$ cat src/rtl/epie_pkg.sv
package epie_pkg;
  // ------------------------------------------------------------
  // register map
  // ------------------------------------------------------------
  localparam logic [3:0] EDGE_SEL_OFS = 4'h0; // ext_int_edge_select
  localparam logic [3:0] WAKE_SEL_OFS = 4'h1; // wakeup_edge_select
  localparam logic [3:0] INT_ON_OFS = 4'h2; // pin_interrupt_enable
  localparam logic [3:0] PIN_FLAG_OFS = 4'h3; // pin_request_flags
  localparam logic [3:0] WAKE_FLAG_OFS = 4'h4; // wakeup_request_flags
  localparam logic [3:0] EVT_STAT_OFS = 4'h5; // sticky event status, read only
  localparam logic [3:0] EVT_CLR_OFS = 4'h6; // event clear, write only
  localparam logic [3:0] EVT_EN_OFS = 4'h7; // event interrupt enable

  // ------------------------------------------------------------
  // field positions
  // ------------------------------------------------------------
  localparam int PIN_A_BIT = 0;
  localparam int PIN_B_BIT = 3;
  localparam int WAKE_ON_BIT = 5;
  localparam int DT_BIT = 7;
  localparam int WAKE_CNT = 6;

  // ------------------------------------------------------------
  // fixed read values and writable masks
  // ------------------------------------------------------------
  localparam logic [7:0] EDGE_SEL_FIX = 8'h70;
  localparam logic [7:0] EDGE_SEL_WMASK = 8'h09;
  localparam logic [7:0] WAKE_SEL_FIX = 8'hc0;
  localparam logic [7:0] WAKE_SEL_WMASK = 8'h3f;
  localparam logic [7:0] INT_ON_FIX = 8'h10;
  localparam logic [7:0] INT_ON_WMASK = 8'ha9;
  localparam logic [7:0] PIN_FLAG_FIX = 8'h30;
  localparam logic [7:0] PIN_FLAG_WMASK = 8'h89;
  localparam logic [7:0] WAKE_FLAG_FIX = 8'hc0;
  localparam logic [7:0] WAKE_FLAG_WMASK = 8'h3f;
  localparam logic [7:0] EVT_WMASK = 8'h07;
  localparam logic [7:0] RESET_VAL = 8'h00;
endpackage

$ cat src/rtl/epie_edge_detect.sv
`timescale 1ns/10ps
// two-flop synchroniser plus selected-edge pulse for one pin
module epie_edge_detect (
  input wire logic ref_clk,
  input wire logic arst_n,
  input wire logic pinIn,
  input wire logic riseSel,
  output logic edgePulse
);
  logic sync1_reg, sync2_reg, prev_reg, edge_reg;
  logic edgeNext;

  // select the edge direction
  always_comb begin
    edgeNext = riseSel ? (sync2_reg & ~prev_reg) : (~sync2_reg & prev_reg);
  end

  // synchronise and remember the last sampled level
  always_ff @(posedge ref_clk or negedge arst_n) begin
    if (!arst_n) begin
      sync1_reg <= 1'b1;
      sync2_reg <= 1'b1;
      prev_reg <= 1'b1;
      edge_reg <= 1'b0;
    end else begin
      sync1_reg <= pinIn;
      sync2_reg <= sync1_reg;
      prev_reg <= sync2_reg;
      edge_reg <= edgeNext;
    end
  end

  assign edgePulse = edge_reg;

  property p_pulse_one;
    @(posedge ref_clk) disable iff (!arst_n)
      edgePulse |=> !edgePulse;
  endproperty
  a_pulse_one: assert property (p_pulse_one) else $error("edge pulse longer than one cycle");
endmodule // epie_edge_detect

$ cat src/rtl/epie_top.sv
// The plain strobed port and the address map were decided locally.
`timescale 1ns/10ps
// How it works
// - each pin raises a request only on its selected edge direction
// - edge select bit 3 sets pin B edge, 0 falling, 1 rising
// - edge select bit 0 sets pin A edge, 0 falling, 1 rising
// - wakeup edge bits 0..5 set wake pin edges, 0 falling, 1 rising
// - wake pin 5 polarity also governs the converter trigger
// - enable bit 7 gates direct-transition requests
// - enable bit 5 gates all six wakeup requests together
// - enable bit 3 gates pin B, bit 0 gates pin A
// - edge select bits 6..4 and wakeup bits 7..6 read 1, unwritable
// - bits 2..1 of edge select and enable read 0
// - enable bit 4 reads 1; edge bit 7, enable bit 6 read 0
// - a request meeting a clear is still taken afterwards
// - pin flags set on selected edge, cleared by writing 0
// - each wake pin flag sets on its edge, cleared by writing 0
// - direct-transition flag sets on sleep with control bit set
// - requests stay masked while cpu mask bit is 1
module epie_top
  import epie_pkg::*;
(
  input wire logic ref_clk,
  input wire logic arst_n,
  input wire logic [3:0] regAddr,
  input wire logic [7:0] regWdata,
  input wire logic regWr,
  input wire logic regRd,
  output logic [7:0] regRdata,
  input wire logic extIntPinA,
  input wire logic extIntPinB,
  input wire logic [5:0] wakePin,
  input wire logic pinAIsInt,
  input wire logic pinBIsInt,
  input wire logic [5:0] wakeIsInt,
  input wire logic sleepDirect,
  input wire logic directTransitionControl,
  input wire logic cpuIntMask,
  output logic pinAReq,
  output logic pinBReq,
  output logic wakeReq,
  output logic directTransitionReq,
  output logic converterTrigger,
  output logic irq
);
  import epie_pkg::*;

  // ------------------------------------------------------------
  // registers
  // ------------------------------------------------------------
  logic [7:0] edgeSel_reg, edgeSel_next;
  logic [7:0] wakeSel_reg, wakeSel_next;
  logic [7:0] intOn_reg, intOn_next;
  logic [7:0] pinFlag_reg, pinFlag_next;
  logic [7:0] wakeFlag_reg, wakeFlag_next;
  logic [7:0] evtStat_reg, evtStat_next;
  logic [7:0] evtEn_reg, evtEn_next;
  logic [7:0] rdata_reg, rdata_next;
  logic pinAReq_reg, pinBReq_reg, wakeReq_reg, dtReq_reg, irq_reg, trig_reg;
  logic pinAReq_next, pinBReq_next, wakeReq_next, dtReq_next, irq_next, trig_next;
  logic sleep1_reg, sleep2_reg, sleepPrev_reg;
  logic mask1_reg, mask2_reg;
  logic edgeA, edgeB, dtEvent;
  logic [5:0] edgeWake;

  // write hits a given offset
  function automatic logic hit(input logic [3:0] a, input logic [3:0] ofs, input logic s);
    hit = s && (a == ofs);
  endfunction

  // ------------------------------------------------------------
  // pin edge detection
  // ------------------------------------------------------------
  epie_edge_detect uPinA (.ref_clk(ref_clk), .arst_n(arst_n), .pinIn(extIntPinA),
    .riseSel(edgeSel_reg[PIN_A_BIT]), .edgePulse(edgeA));
  epie_edge_detect uPinB (.ref_clk(ref_clk), .arst_n(arst_n), .pinIn(extIntPinB),
    .riseSel(edgeSel_reg[PIN_B_BIT]), .edgePulse(edgeB));

  genvar gi;
  generate
    for (gi = 0; gi < WAKE_CNT; gi++) begin : gWake
      epie_edge_detect uWake (.ref_clk(ref_clk), .arst_n(arst_n), .pinIn(wakePin[gi]),
        .riseSel(wakeSel_reg[gi]), .edgePulse(edgeWake[gi]));
    end
  endgenerate

  // sleep strobe and mask pass two flops; direct transition on rising strobe
  always_ff @(posedge ref_clk or negedge arst_n) begin
    if (!arst_n) begin
      sleep1_reg <= 1'b0;
      sleep2_reg <= 1'b0;
      sleepPrev_reg <= 1'b0;
      mask1_reg <= 1'b1;
      mask2_reg <= 1'b1;
    end else begin
      sleep1_reg <= sleepDirect;
      sleep2_reg <= sleep1_reg;
      sleepPrev_reg <= sleep2_reg;
      mask1_reg <= cpuIntMask;
      mask2_reg <= mask1_reg;
    end
  end
  assign dtEvent = sleep2_reg & ~sleepPrev_reg & directTransitionControl;

  // ------------------------------------------------------------
  // register writes and flags
  // ------------------------------------------------------------
  always_comb begin
    edgeSel_next = edgeSel_reg;
    wakeSel_next = wakeSel_reg;
    intOn_next = intOn_reg;
    pinFlag_next = pinFlag_reg;
    wakeFlag_next = wakeFlag_reg;
    evtEn_next = evtEn_reg;
    evtStat_next = evtStat_reg;
    if (hit(regAddr, EDGE_SEL_OFS, regWr)) edgeSel_next = regWdata & EDGE_SEL_WMASK;
    if (hit(regAddr, WAKE_SEL_OFS, regWr)) wakeSel_next = regWdata & WAKE_SEL_WMASK;
    if (hit(regAddr, INT_ON_OFS, regWr)) intOn_next = regWdata & INT_ON_WMASK;
    if (hit(regAddr, EVT_EN_OFS, regWr)) evtEn_next = regWdata & EVT_WMASK;
    // write 0 clears a pin or wake flag, writing 1 leaves it; event clear clears on 1
    if (hit(regAddr, PIN_FLAG_OFS, regWr)) pinFlag_next = pinFlag_reg & (regWdata | ~PIN_FLAG_WMASK);
    if (hit(regAddr, WAKE_FLAG_OFS, regWr)) wakeFlag_next = wakeFlag_reg & (regWdata | ~WAKE_FLAG_WMASK);
    if (hit(regAddr, EVT_CLR_OFS, regWr)) evtStat_next = evtStat_reg & ~(regWdata & EVT_WMASK);
    // sets after clears so an arriving edge wins
    if (edgeA && pinAIsInt) pinFlag_next[PIN_A_BIT] = 1'b1;
    if (edgeB && pinBIsInt) pinFlag_next[PIN_B_BIT] = 1'b1;
    if (dtEvent) pinFlag_next[DT_BIT] = 1'b1;
    wakeFlag_next[5:0] = wakeFlag_next[5:0] | (edgeWake & wakeIsInt);
    evtStat_next[0] = evtStat_next[0] | (edgeA & pinAIsInt) | (edgeB & pinBIsInt);
    evtStat_next[1] = evtStat_next[1] | (|(edgeWake & wakeIsInt));
    evtStat_next[2] = evtStat_next[2] | dtEvent;
  end

  always_ff @(posedge ref_clk or negedge arst_n) begin
    if (!arst_n) begin
      edgeSel_reg <= RESET_VAL;
      wakeSel_reg <= RESET_VAL;
      intOn_reg <= RESET_VAL;
      pinFlag_reg <= RESET_VAL;
      wakeFlag_reg <= RESET_VAL;
      evtStat_reg <= RESET_VAL;
      evtEn_reg <= RESET_VAL;
    end else begin
      edgeSel_reg <= edgeSel_next;
      wakeSel_reg <= wakeSel_next;
      intOn_reg <= intOn_next;
      pinFlag_reg <= pinFlag_next;
      wakeFlag_reg <= wakeFlag_next;
      evtStat_reg <= evtStat_next;
      evtEn_reg <= evtEn_next;
    end
  end

  // ------------------------------------------------------------
  // requests, trigger, interrupt and read data
  // ------------------------------------------------------------
  always_comb begin
    pinAReq_next = pinFlag_reg[PIN_A_BIT] & intOn_reg[PIN_A_BIT] & ~mask2_reg;
    pinBReq_next = pinFlag_reg[PIN_B_BIT] & intOn_reg[PIN_B_BIT] & ~mask2_reg;
    wakeReq_next = (|wakeFlag_reg[5:0]) & intOn_reg[WAKE_ON_BIT] & ~mask2_reg;
    dtReq_next = pinFlag_reg[DT_BIT] & intOn_reg[DT_BIT] & ~mask2_reg;
    trig_next = edgeWake[5];
    irq_next = |(evtStat_reg & evtEn_reg);
    rdata_next = RESET_VAL;
    if (regRd) begin
      case (regAddr)
        EDGE_SEL_OFS: rdata_next = edgeSel_reg | EDGE_SEL_FIX;
        WAKE_SEL_OFS: rdata_next = wakeSel_reg | WAKE_SEL_FIX;
        INT_ON_OFS: rdata_next = intOn_reg | INT_ON_FIX;
        PIN_FLAG_OFS: rdata_next = pinFlag_reg | PIN_FLAG_FIX;
        WAKE_FLAG_OFS: rdata_next = wakeFlag_reg | WAKE_FLAG_FIX;
        EVT_STAT_OFS: rdata_next = evtStat_reg;
        EVT_EN_OFS: rdata_next = evtEn_reg;
        default: rdata_next = RESET_VAL;
      endcase
    end
  end

  always_ff @(posedge ref_clk or negedge arst_n) begin
    if (!arst_n) begin
      pinAReq_reg <= 1'b0;
      pinBReq_reg <= 1'b0;
      wakeReq_reg <= 1'b0;
      dtReq_reg <= 1'b0;
      trig_reg <= 1'b0;
      irq_reg <= 1'b0;
      rdata_reg <= RESET_VAL;
    end else begin
      pinAReq_reg <= pinAReq_next;
      pinBReq_reg <= pinBReq_next;
      wakeReq_reg <= wakeReq_next;
      dtReq_reg <= dtReq_next;
      trig_reg <= trig_next;
      irq_reg <= irq_next;
      rdata_reg <= rdata_next;
    end
  end

  assign pinAReq = pinAReq_reg;
  assign pinBReq = pinBReq_reg;
  assign wakeReq = wakeReq_reg;
  assign directTransitionReq = dtReq_reg;
  assign converterTrigger = trig_reg;
  assign irq = irq_reg;
  assign regRdata = rdata_reg;

  // ------------------------------------------------------------
  // assertions
  // ------------------------------------------------------------
  property p_edge_sel_read;
    @(posedge ref_clk) disable iff (!arst_n)
      regRd && regAddr == EDGE_SEL_OFS |=> regRdata[6:4] == 3'h7 && regRdata[7] == 1'b0 && regRdata[2:1] == 2'h0;
  endproperty
  a_edge_sel_read: assert property (p_edge_sel_read) else $error("edge select reserved bits wrong");
  property p_wake_sel_read;
    @(posedge ref_clk) disable iff (!arst_n)
      regRd && regAddr == WAKE_SEL_OFS |=> regRdata[7:6] == 2'h3;
  endproperty
  a_wake_sel_read: assert property (p_wake_sel_read) else $error("wakeup select reserved bits wrong");
  property p_int_on_read;
    @(posedge ref_clk) disable iff (!arst_n)
      regRd && regAddr == INT_ON_OFS |=> regRdata[4] && !regRdata[6] && regRdata[2:1] == 2'h0;
  endproperty
  a_int_on_read: assert property (p_int_on_read) else $error("enable reserved bits wrong");
  property p_pin_a_set;
    @(posedge ref_clk) disable iff (!arst_n)
      edgeA && pinAIsInt |=> pinFlag_reg[PIN_A_BIT];
  endproperty
  a_pin_a_set: assert property (p_pin_a_set) else $error("pin A flag not set");
  property p_wake_set;
    @(posedge ref_clk) disable iff (!arst_n)
      edgeWake[0] && wakeIsInt[0] |=> wakeFlag_reg[0];
  endproperty
  a_wake_set: assert property (p_wake_set) else $error("wake flag not set");
  property p_wake_req;
    @(posedge ref_clk) disable iff (!arst_n)
      (|wakeFlag_reg[5:0]) && intOn_reg[WAKE_ON_BIT] && !mask2_reg |=> wakeReq;
  endproperty
  a_wake_req: assert property (p_wake_req) else $error("wakeup request missing");
  property p_masked;
    @(posedge ref_clk) disable iff (!arst_n)
      mask2_reg |=> !pinAReq && !pinBReq && !wakeReq && !directTransitionReq;
  endproperty
  a_masked: assert property (p_masked) else $error("request while masked");
  property p_dt_block;
    @(posedge ref_clk) disable iff (!arst_n)
      !intOn_reg[DT_BIT] |=> !directTransitionReq;
  endproperty
  a_dt_block: assert property (p_dt_block) else $error("direct request while disabled");
  property p_pin_b_req;
    @(posedge ref_clk) disable iff (!arst_n)
      pinBReq |-> $past(pinFlag_reg[PIN_B_BIT]) && $past(intOn_reg[PIN_B_BIT]);
  endproperty
  a_pin_b_req: assert property (p_pin_b_req) else $error("pin B request without cause");

  c_pin_a: cover property (@(posedge ref_clk) disable iff (!arst_n) pinAReq);
  c_wake: cover property (@(posedge ref_clk) disable iff (!arst_n) wakeReq);
  c_dt: cover property (@(posedge ref_clk) disable iff (!arst_n) directTransitionReq);
  c_irq: cover property (@(posedge ref_clk) disable iff (!arst_n) irq);
endmodule // epie_top
$ cat config.mk
export PLATFORM = sky130hd
export DESIGN_NAME = epie_top
export DESIGN_NICKNAME = d
export VERILOG_FILES = /design/src/rtl/epie_pkg.sv /design/src/rtl/epie_edge_detect.sv /design/src/rtl/epie_top.sv
export SDC_FILE = /design/constraint.sdc
export NUM_CORES = 1
export LEC_CHECK = 0
export ABC_AREA = 1
export BUFFER_PORTS_ARGS = -buffer_cell sky130_fd_sc_hd__buf_2
export CORE_UTILIZATION = 59
export DETAILED_ROUTE_END_ITERATION = 10
export PLACE_DENSITY = 0.81
export SETUP_SLACK_MARGIN = 0.4
export SYNTH_ARGS = -nofsm -noshare
export SYNTH_HDL_FRONTEND = slang
export SYNTH_SLANG_ARGS = --single-unit
$ cat constraint.sdc
create_clock -name ref_clk -period 1.4 [get_ports ref_clk]
set_input_delay 0.28 -clock ref_clk [delete_from_list [all_inputs] [get_ports ref_clk]]
set_output_delay 0.28 -clock ref_clk [all_outputs]
set_load 0.005 [all_outputs]
==> run metrics, run 1 <==
outcome=finished, final reports clean; top-level I/O count=49; largest fanout on the critical path=1; CP Launch Type=flop; crit-path cells=buf_2; std cell rows=25; vias in the first global route=2132; Post-synth top cells=62 x nand2_1, 52 x dfrtp_1, 37 x nor2_1, 30 x inv_1, 26 x dfstp_2; initial antenna violation count=0; Most used DFF post-synth=dfrtp_1; layout cells sized above 1=33.79%; FILL cells=359; worst hold endpoint=gWake[5].uWake.sync1_reg; most numerous cell in the Yosys netlist=nand2_1; Worst-Skew Late Latency=340 ps; top post-synthesis cells by area=dfrtp_1 43%, dfstp_2 23%, nand2_1 7.7%; global route overflow=0; core region area=4817 um^2; CTS Buf Count=9; Ys Warns=0; die footprint=5425 um^2; sequential area share after synthesis=65.51%; peak supply drop=0.9593 mV; Max Clk Rate=905.0 MHz; Synth cell types=20; setup TNS=0 ps; global placement routability congestion=0.8807; hold depth=1; worst reg2reg path depth=4; Slowest-stage cell, CP=dfrtp_1; clk slew on worst S/H paths=80 ps; Overall Global Routing Usage=24.49%; Post-Route Utilization=75.45%; RSZ-0062 raised after global routing=true; Slew @ Worst Pin=390.9 ps; crit end category=output pin; number of flip-flops in the largest register=8; ratio of final minimum period to clock period=78.93%; P_leak=1.763 nW; Die H=73.66 um; DRT Pass-1 Iters=4; Post-Route WL=5938 um; area growth from synthesis to layout=19.99%; worst r2r src=gWake[5].uWake.edgePulse; Post-synth EDFFs=0; root buf cell=clkbuf_8; via count=2246; initial core utilization=62.88%; CTS tree=built; Worst EP arrival=820 ps; syn_area_per_cell=10.10 um^2; clk sinks=78; Async SR Flop Fraction=100.0%; CTS H-tree depth=3; Hold Startpoint=wakePin[5]; Slew Viols, Final=0; nets@finish=397; Mapped Cells=300; min setup slack post-route=295.0 ps; CP peak stage delay=370 ps; top cell type's share of synthesized area=42.96%; DPL Wire Length=4223 um; Worst EP required=1120 ps; CP delay by family, top=flip-flops; Max-Cap Viols=0; Fin Clk Skew=5.837 ps; final hold violation count=0; PD cells=1401 nW/um^2; largest net degree at the start of global routing=79; Post-Syn Area=3029 um^2; ant diodes=0; Yosys reg bits=78; Reg-to-Reg End=evtStat_reg[1]; clock buffer depth=2; worst hold path type=in2reg; 1st-iter DRT viols=193; largest area contributor in the netlist=dfrtp_1; vias per cell=5.175; Antenna Nets Post-Route=0; Final min period=1105 ps; Rel. slew slack=73.94%; PortBufs=47; Die Wd=73.66 um; syn nets=335; Avg WL per Cell=13.68 um; R2R Setup Slk=430 ps; critical path type=reg2out; global-route wire length before repair=9604 um; DRC=0; DP Worst Slack=18.46 ps; Setup violations, final=0; WP buf/inv=1
## power breakdown
group / internal [mW] / leakage (nW) / switching [mW]
clock: 1.05 / 0.102 / 0.792
sequential: 2.53 / 0.887 / 0.162
combinational: 0.220 / 0.774 / 0.336
## stage by stage
stage	power [mW]	cells	area [um^2]	hold WS, ps
CTS	5.108	431	3603	18.34
finish	5.093	434	3635	29.69
global placement	3.219	414	3364	322.9
detailed placement	3.268	414	3364	328.2
global route	5.310	434	3635	8.558
floorplan	2.999	300	3032	-15.59
## routing by layer
layer	GRT usage, %	part of all wire [%]	vias to the layer above
met5	0	0	-
met4	10.04	2.3	0
met3	6.310	5.5	15
met2	41.69	50	87
met1	29.69	42	1070
li1	-	-	1074
## layout make-up
cell class              instances  area, um^2  area share, %
flip-flops and latches         78        1984          54.60
multi-input cells             186       914.6          25.16
repair buffers                 53       297.8          8.193
clock buffers                  11       141.4          3.890
inverters                      34       130.1          3.580
well taps                      67       83.83          2.306
clock inverters                 5       82.58          2.272
## placed cells by master (no fill, tap or decap), drive strengths merged
master and instances:
o21ai 33, clkbuf 11, nor2 45, nand2 70, dfstp 26, clkinvlp 3, buf 52, nor3 3
dfrtp 52, nand3b 2, nand3 20, inv 34, o22ai 1, a21oi 12, dlygate4sd3 1, bufinv 2
## kinds of logic (layout without fill, tap and decap cells)
logic type / after synthesis / count (layout) / share of synthesized area [%]
compound gates: 46 / 46 / 8.385
simple gates: 140 / 140 / 21.35
buf+inv: 36 / 103 / 4.750
flops: 78 / 78 / 65.51
## worst max-delay path by stage
stage          slack [ps]         endpoint  cells after the start   startpoint
5_1_grt               260      regRdata[7]                      1  regRdata[7]
3_5_place_dp           20   pinFlag_reg[3]                      5   regAddr[2]
4_1_cts               280      regRdata[7]                      1  regRdata[7]
6_report              300      regRdata[7]                      1  regRdata[7]
2_1_floorplan         390   wakeSel_reg[0]                      7   regAddr[1]
3_3_place_gp          130  wakeFlag_reg[3]                      7   regAddr[0]
## what timing repair did
| item | in CTS | in global routing |
|---|---|---|
| setup buffers | 0 | 3 |
| pin swaps | 1 | 3 |
| resized for setup | 2 | 4 |
| setup endpoints to repair | 16 | 19 |
| hold buffers | 1 | 0 |
| gates cloned | 0 | 0 |
| endpoints found under the hold margin | 52 | 0 |
Power figures use the tool's default switching activity.
==> run 2, diff against run 1 <==
Settings changed: CORE_UTILIZATION 59 to 55, PLACE_DENSITY 0.81 to 0.76.
Clock period 1.4 ns to 1.05 ns, I/O delays scaled along.
==> run metrics, run 2 (synthesis results as in run 1) <==
DRT Pass-1 Iters=4; Worst-Skew Late Latency=340 ps; Final min period=1054 ps; peak supply drop=1.319 mV; Post-Route WL=7139 um; root buf cell=clkbuf_8; sequential power share=49.1%; 1st-iter DRT viols=138; Design Area, Final=4393 um^2; P_leak=2.061 nW; std cell rows=26; outcome=complete, but fails checks; worst hold path type=in2async; nets@finish=438; vias per cell=5.186; clk slew on worst S/H paths=80 ps; CP delay by family, top=flip-flops; area growth from synthesis to layout=45.02%; CTS tree=built; Max Clk Rate=948.8 MHz; number of flip-flops in the largest register=8; min setup slack post-route=-3.982 ps; final hold violation count=11; Worst EP arrival=840 ps; top-level I/O count=49; die footprint=5808 um^2; most frequent cells in the layout=51 x dfrtp_1, 42 x nand2_1, 42 x buf_2, 26 x dfstp_2, 25 x nor2_1; Avg WL per Cell=14.94 um; clock buffer depth=2; DRC=0; via count=2479; crit end category=output pin; PD cells=1667 nW/um^2; part of the power in combinational logic=17.7%; CTS Buf Count=9; Fin Clk Skew=6.385 ps; failing checks=hold timing, setup timing; Psw=1.970 mW; commonest non-fill, non-tap cell in the layout=dfrtp_1; WP buf/inv=1; Slew @ Worst Pin=292.2 ps; Max-Cap Viols=0; initial antenna violation count=0; Antenna Nets Post-Route=0; Setup violations, final=1; Slowest-stage cell, CP=dfrtp_1; R2R Setup Slk=120 ps; cell area after placement=3596 um^2; global-route wire length before repair=11410 um; clk sinks=78; largest fanout on the critical path=1; Overall Global Routing Usage=25.99%; CP peak stage delay=380 ps; critical path type=reg2out; Worst EP required=840 ps; ratio of final minimum period to clock period=100.4%; cts hold-fix bufs=10; Die H=76.21 um; crit-path cells=buf_2; Int Pwr=5.354 mW; Slew Viols, Final=0; clock network fraction of design power=33.2%; global route overflow=0; global placement routability congestion=0.8950; CP Launch Type=flop; vias in the first global route=2437; CTS H-tree depth=3; PortBufs=47; Fin Hold WS=-256.6 ps; layout cells sized above 1=52.94%; DPL Wire Length=4442 um; Switching Fraction=26.90%; RSZ-0062 raised after global routing=true; Rel. slew slack=80.52%; largest net degree at the start of global routing=23; core region area=5205 um^2; initial core utilization=58.20%; ant diodes=0; Die Wd=76.21 um
## run 2: power groups by stage
stage	Clock [mW]	Sequential [mW]	Combinational (mW)
floorplan	0	3.58	0.471
global placement	0	3.62	0.802
detailed placement	0	3.63	0.834
CTS	2.46	3.57	1.15
global route	2.62	3.63	1.42
finish	2.43	3.60	1.30
## run 2: stage by stage
stage	utilization, %	setup WS [ps]	cells	total power [mW]	TNS, ps
floorplan	-	167.6	300	4.054	0
global placement	69.09	-132.6	430	4.424	-3210
detailed placement	69.09	-178.7	430	4.466	-4249
CTS	80.60	-4.682	470	7.170	-6.128
global route	84.40	-40.94	478	7.668	-273.4
finish	84.40	-3.982	478	7.324	-3.982
## run 2: final cells by class
cell class	instances	area [um^2]
flip-flops and latches	78	1986
repair buffers	93	762.0
fillers	276	812.0
clock inverters	6	86.33
well taps	70	87.58
multi-input cells	187	1169
clock buffers	10	127.6
inverters	34	175.2
## run 2: path summary, 6_finish.rpt
path / from / endpoint / depth (start not counted)
worst max-delay path: pinAReq / pinAReq / 1
worst min-delay path: arst_n / wakeFlag_reg[5] / 1
worst max register to register: gWake[5].uWake.edgePulse / evtStat_reg[1] / 4
worst min register to register: gWake[4].uWake.sync1_reg / gWake[4].uWake.sync2_reg / 0
max in group asynchronous: arst_n / gWake[0].uWake.sync2_reg / 2
min in group ref_clk: pinBIsInt / pinFlag_reg[3] / 3
## run 2: layer usage
metal / GRT usage, % / routed length [um]
met5: 0 / 0
met4: 9.615 / 184
met3: 5.749 / 338
met2: 44.05 / 3745
met1: 32.78 / 2870
## run 2: timing repair
item                                    in CTS  in global routing
pin swaps                                   41                 33
resized for setup                           59                 41
endpoints found under the hold margin       31                  7
endpoints found under the setup margin      62                 62
gates cloned                                 1                  0
setup buffers                               13                  8
==> run 3, diff against run 2 <==
Settings changed: GPL_TIMING_DRIVEN from default to 0.
==> run metrics, run 3 (synthesis results as in run 1) <==
Fin Hold WS=-236.8 ps; clk slew on worst S/H paths=80 ps; dpl cells=417; 1st-iter DRT viols=166; CTS H-tree depth=3; ratio of final minimum period to clock period=100.8%; Fin Clk Skew=10.98 ps; WP buf/inv=1; root buf cell=clkbuf_8; Worst-Skew Late Latency=350 ps; Post-Layout Cell Count=483; clock buffer depth=2; Overall Global Routing Usage=26.00%; failing checks=hold timing, setup timing; initial antenna violation count=0; Worst EP arrival=850 ps; global-route wire length before repair=11510 um; routed wl met3=337 um; initial core utilization=58.20%; critical path type=reg2out; ant diodes=0; largest fanout on the critical path=1; Slowest-stage cell, CP=dfrtp_1; core region area=5205 um^2; Post-Route WL=7531 um; Max Clk Rate=945.1 MHz; Int Pwr=5.167 mW; Final min period=1058 ps; DR top layer=met4; Switching Fraction=27.68%; top-level I/O count=49; Setup violations, final=1; cts hold-fix bufs=10; most frequent cells in the layout=51 x dfrtp_1, 45 x nand2_1, 42 x buf_2, 26 x dfstp_2, 25 x nor2_1; CP peak stage delay=380 ps; final hold violation count=23; CTS Buf Count=9; die footprint=5808 um^2; number of flip-flops in the largest register=8; vias in the first global route=2507; Power, Total=7.145 mW; crit-path cells=buf_2; Die Wd=76.21 um; worst hold path type=in2async; peak supply drop=1.378 mV; min setup slack post-route=-8.103 ps; global placement routability congestion=0.8562; nets@finish=443; clock network fraction of design power=30.2%; clk sinks=78; outcome=complete, but fails checks; DRT Pass-1 Iters=4; R2R Setup Slk=120 ps; PortBufs=46; met2 routed WL=3993 um; Post-Route Utilization=85.43%; DRC=0; Worst EP required=840 ps; vias per cell=5.178; Slew @ Worst Pin=358.9 ps; Slew Viols, Final=0; Max-Cap Viols=0; DP Worst Slack=-228.9 ps; sequential power share=50.5%; largest net degree at the start of global routing=54; Psw=1.978 mW; RSZ-0062 raised after global routing=true; via count=2501; Rel. slew slack=76.07%; crit end category=output pin; area growth from synthesis to layout=46.80%; CTS tree=built; PD cells=1607 nW/um^2; commonest non-fill, non-tap cell in the layout=dfrtp_1; P_leak=2.109 nW; Die H=76.21 um; std cell rows=26; CP delay by family, top=flip-flops; CP Launch Type=flop; Avg WL per Cell=15.59 um; part of the power in combinational logic=19.2%; DPL Wire Length=4256 um; Antenna Nets Post-Route=0; layout cells sized above 1=53.03%; global route overflow=0; Post-Route M1 WL=3077 um
-- run 3: cell count changes in the layout (fill, tap and decap cells not counted), moves of 3 or more --
cell | before | now
buf_12 | 7 | 4
buf_6 | 15 | 20
nand2_1 | 42 | 45
nand2_2 | 17 | 13
nor2_2 | 12 | 9
-- run 3: area by class of cell --
type                            count  area, um^2
Inverter                           34       177.7
Buffer                              2       22.52
Timing Repair Buffer               97       820.8
Fill cell                         274       758.2
Clock inverter                      4       48.80
Multi-Input combinational cell    186        1169
Tap cell                           70       87.58
Clock buffer                       12       135.1
Sequential cell                    78        1986
-- run 3: path summary, 6_finish.rpt --
| check | cells after the start | startpoint | end |
|---|---|---|---|
| min in group ref_clk | 3 | wakeIsInt[1] | wakeFlag_reg[1] |
| max in group asynchronous | 2 | arst_n | uPinA.prev_reg |
| min reg2reg | 0 | sleep1_reg | sleep2_reg |
| max reg2reg | 4 | gWake[2].uWake.prev_reg | gWake[2].uWake.edgePulse |
| max | 1 | pinBReq | pinBReq |
| min | 1 | arst_n | converterTrigger |
-- run 3: metrics by stage --
| stage | area, um^2 | hold slack [ps] | TNS (ps) |
|---|---|---|---|
| final | 4447 | -236.8 | -8.103 |
| after global routing | 4447 | -219.3 | -129.2 |
| after detailed placement | 3487 | 144.7 | -4813 |
| after CTS | 4218 | -225.4 | -10.27 |
| after floorplan | 3139 | -85.59 | 0 |
| after global placement | 3457 | 314.7 | -47310 |
-- run 3: routing by layer --
layer,track usage (%),vias to the layer above
li1,-,1173
met2,45.77,99
met1,32.09,1214
met4,10.58,0
met5,0,-
met3,3.952,15
-- run 3: repair_timing --
item	in CTS	in global routing
pin swaps	42	37
endpoints found under the hold margin	33	23
cloned	1	0
resized for setup	67	43
setup buffers	28	11
endpoints found under the setup margin	62	62
-- run 3: power groups by stage --
stage | Combinational, mW | Clock (mW) | Sequential, mW
final | 1.37 | 2.16 | 3.61
after CTS | 1.15 | 2.16 | 3.57
after global placement | 0.744 | 0 | 3.62
after floorplan | 0.471 | 0 | 3.58
after detailed placement | 0.781 | 0 | 3.64
after global routing | 1.49 | 2.29 | 3.64
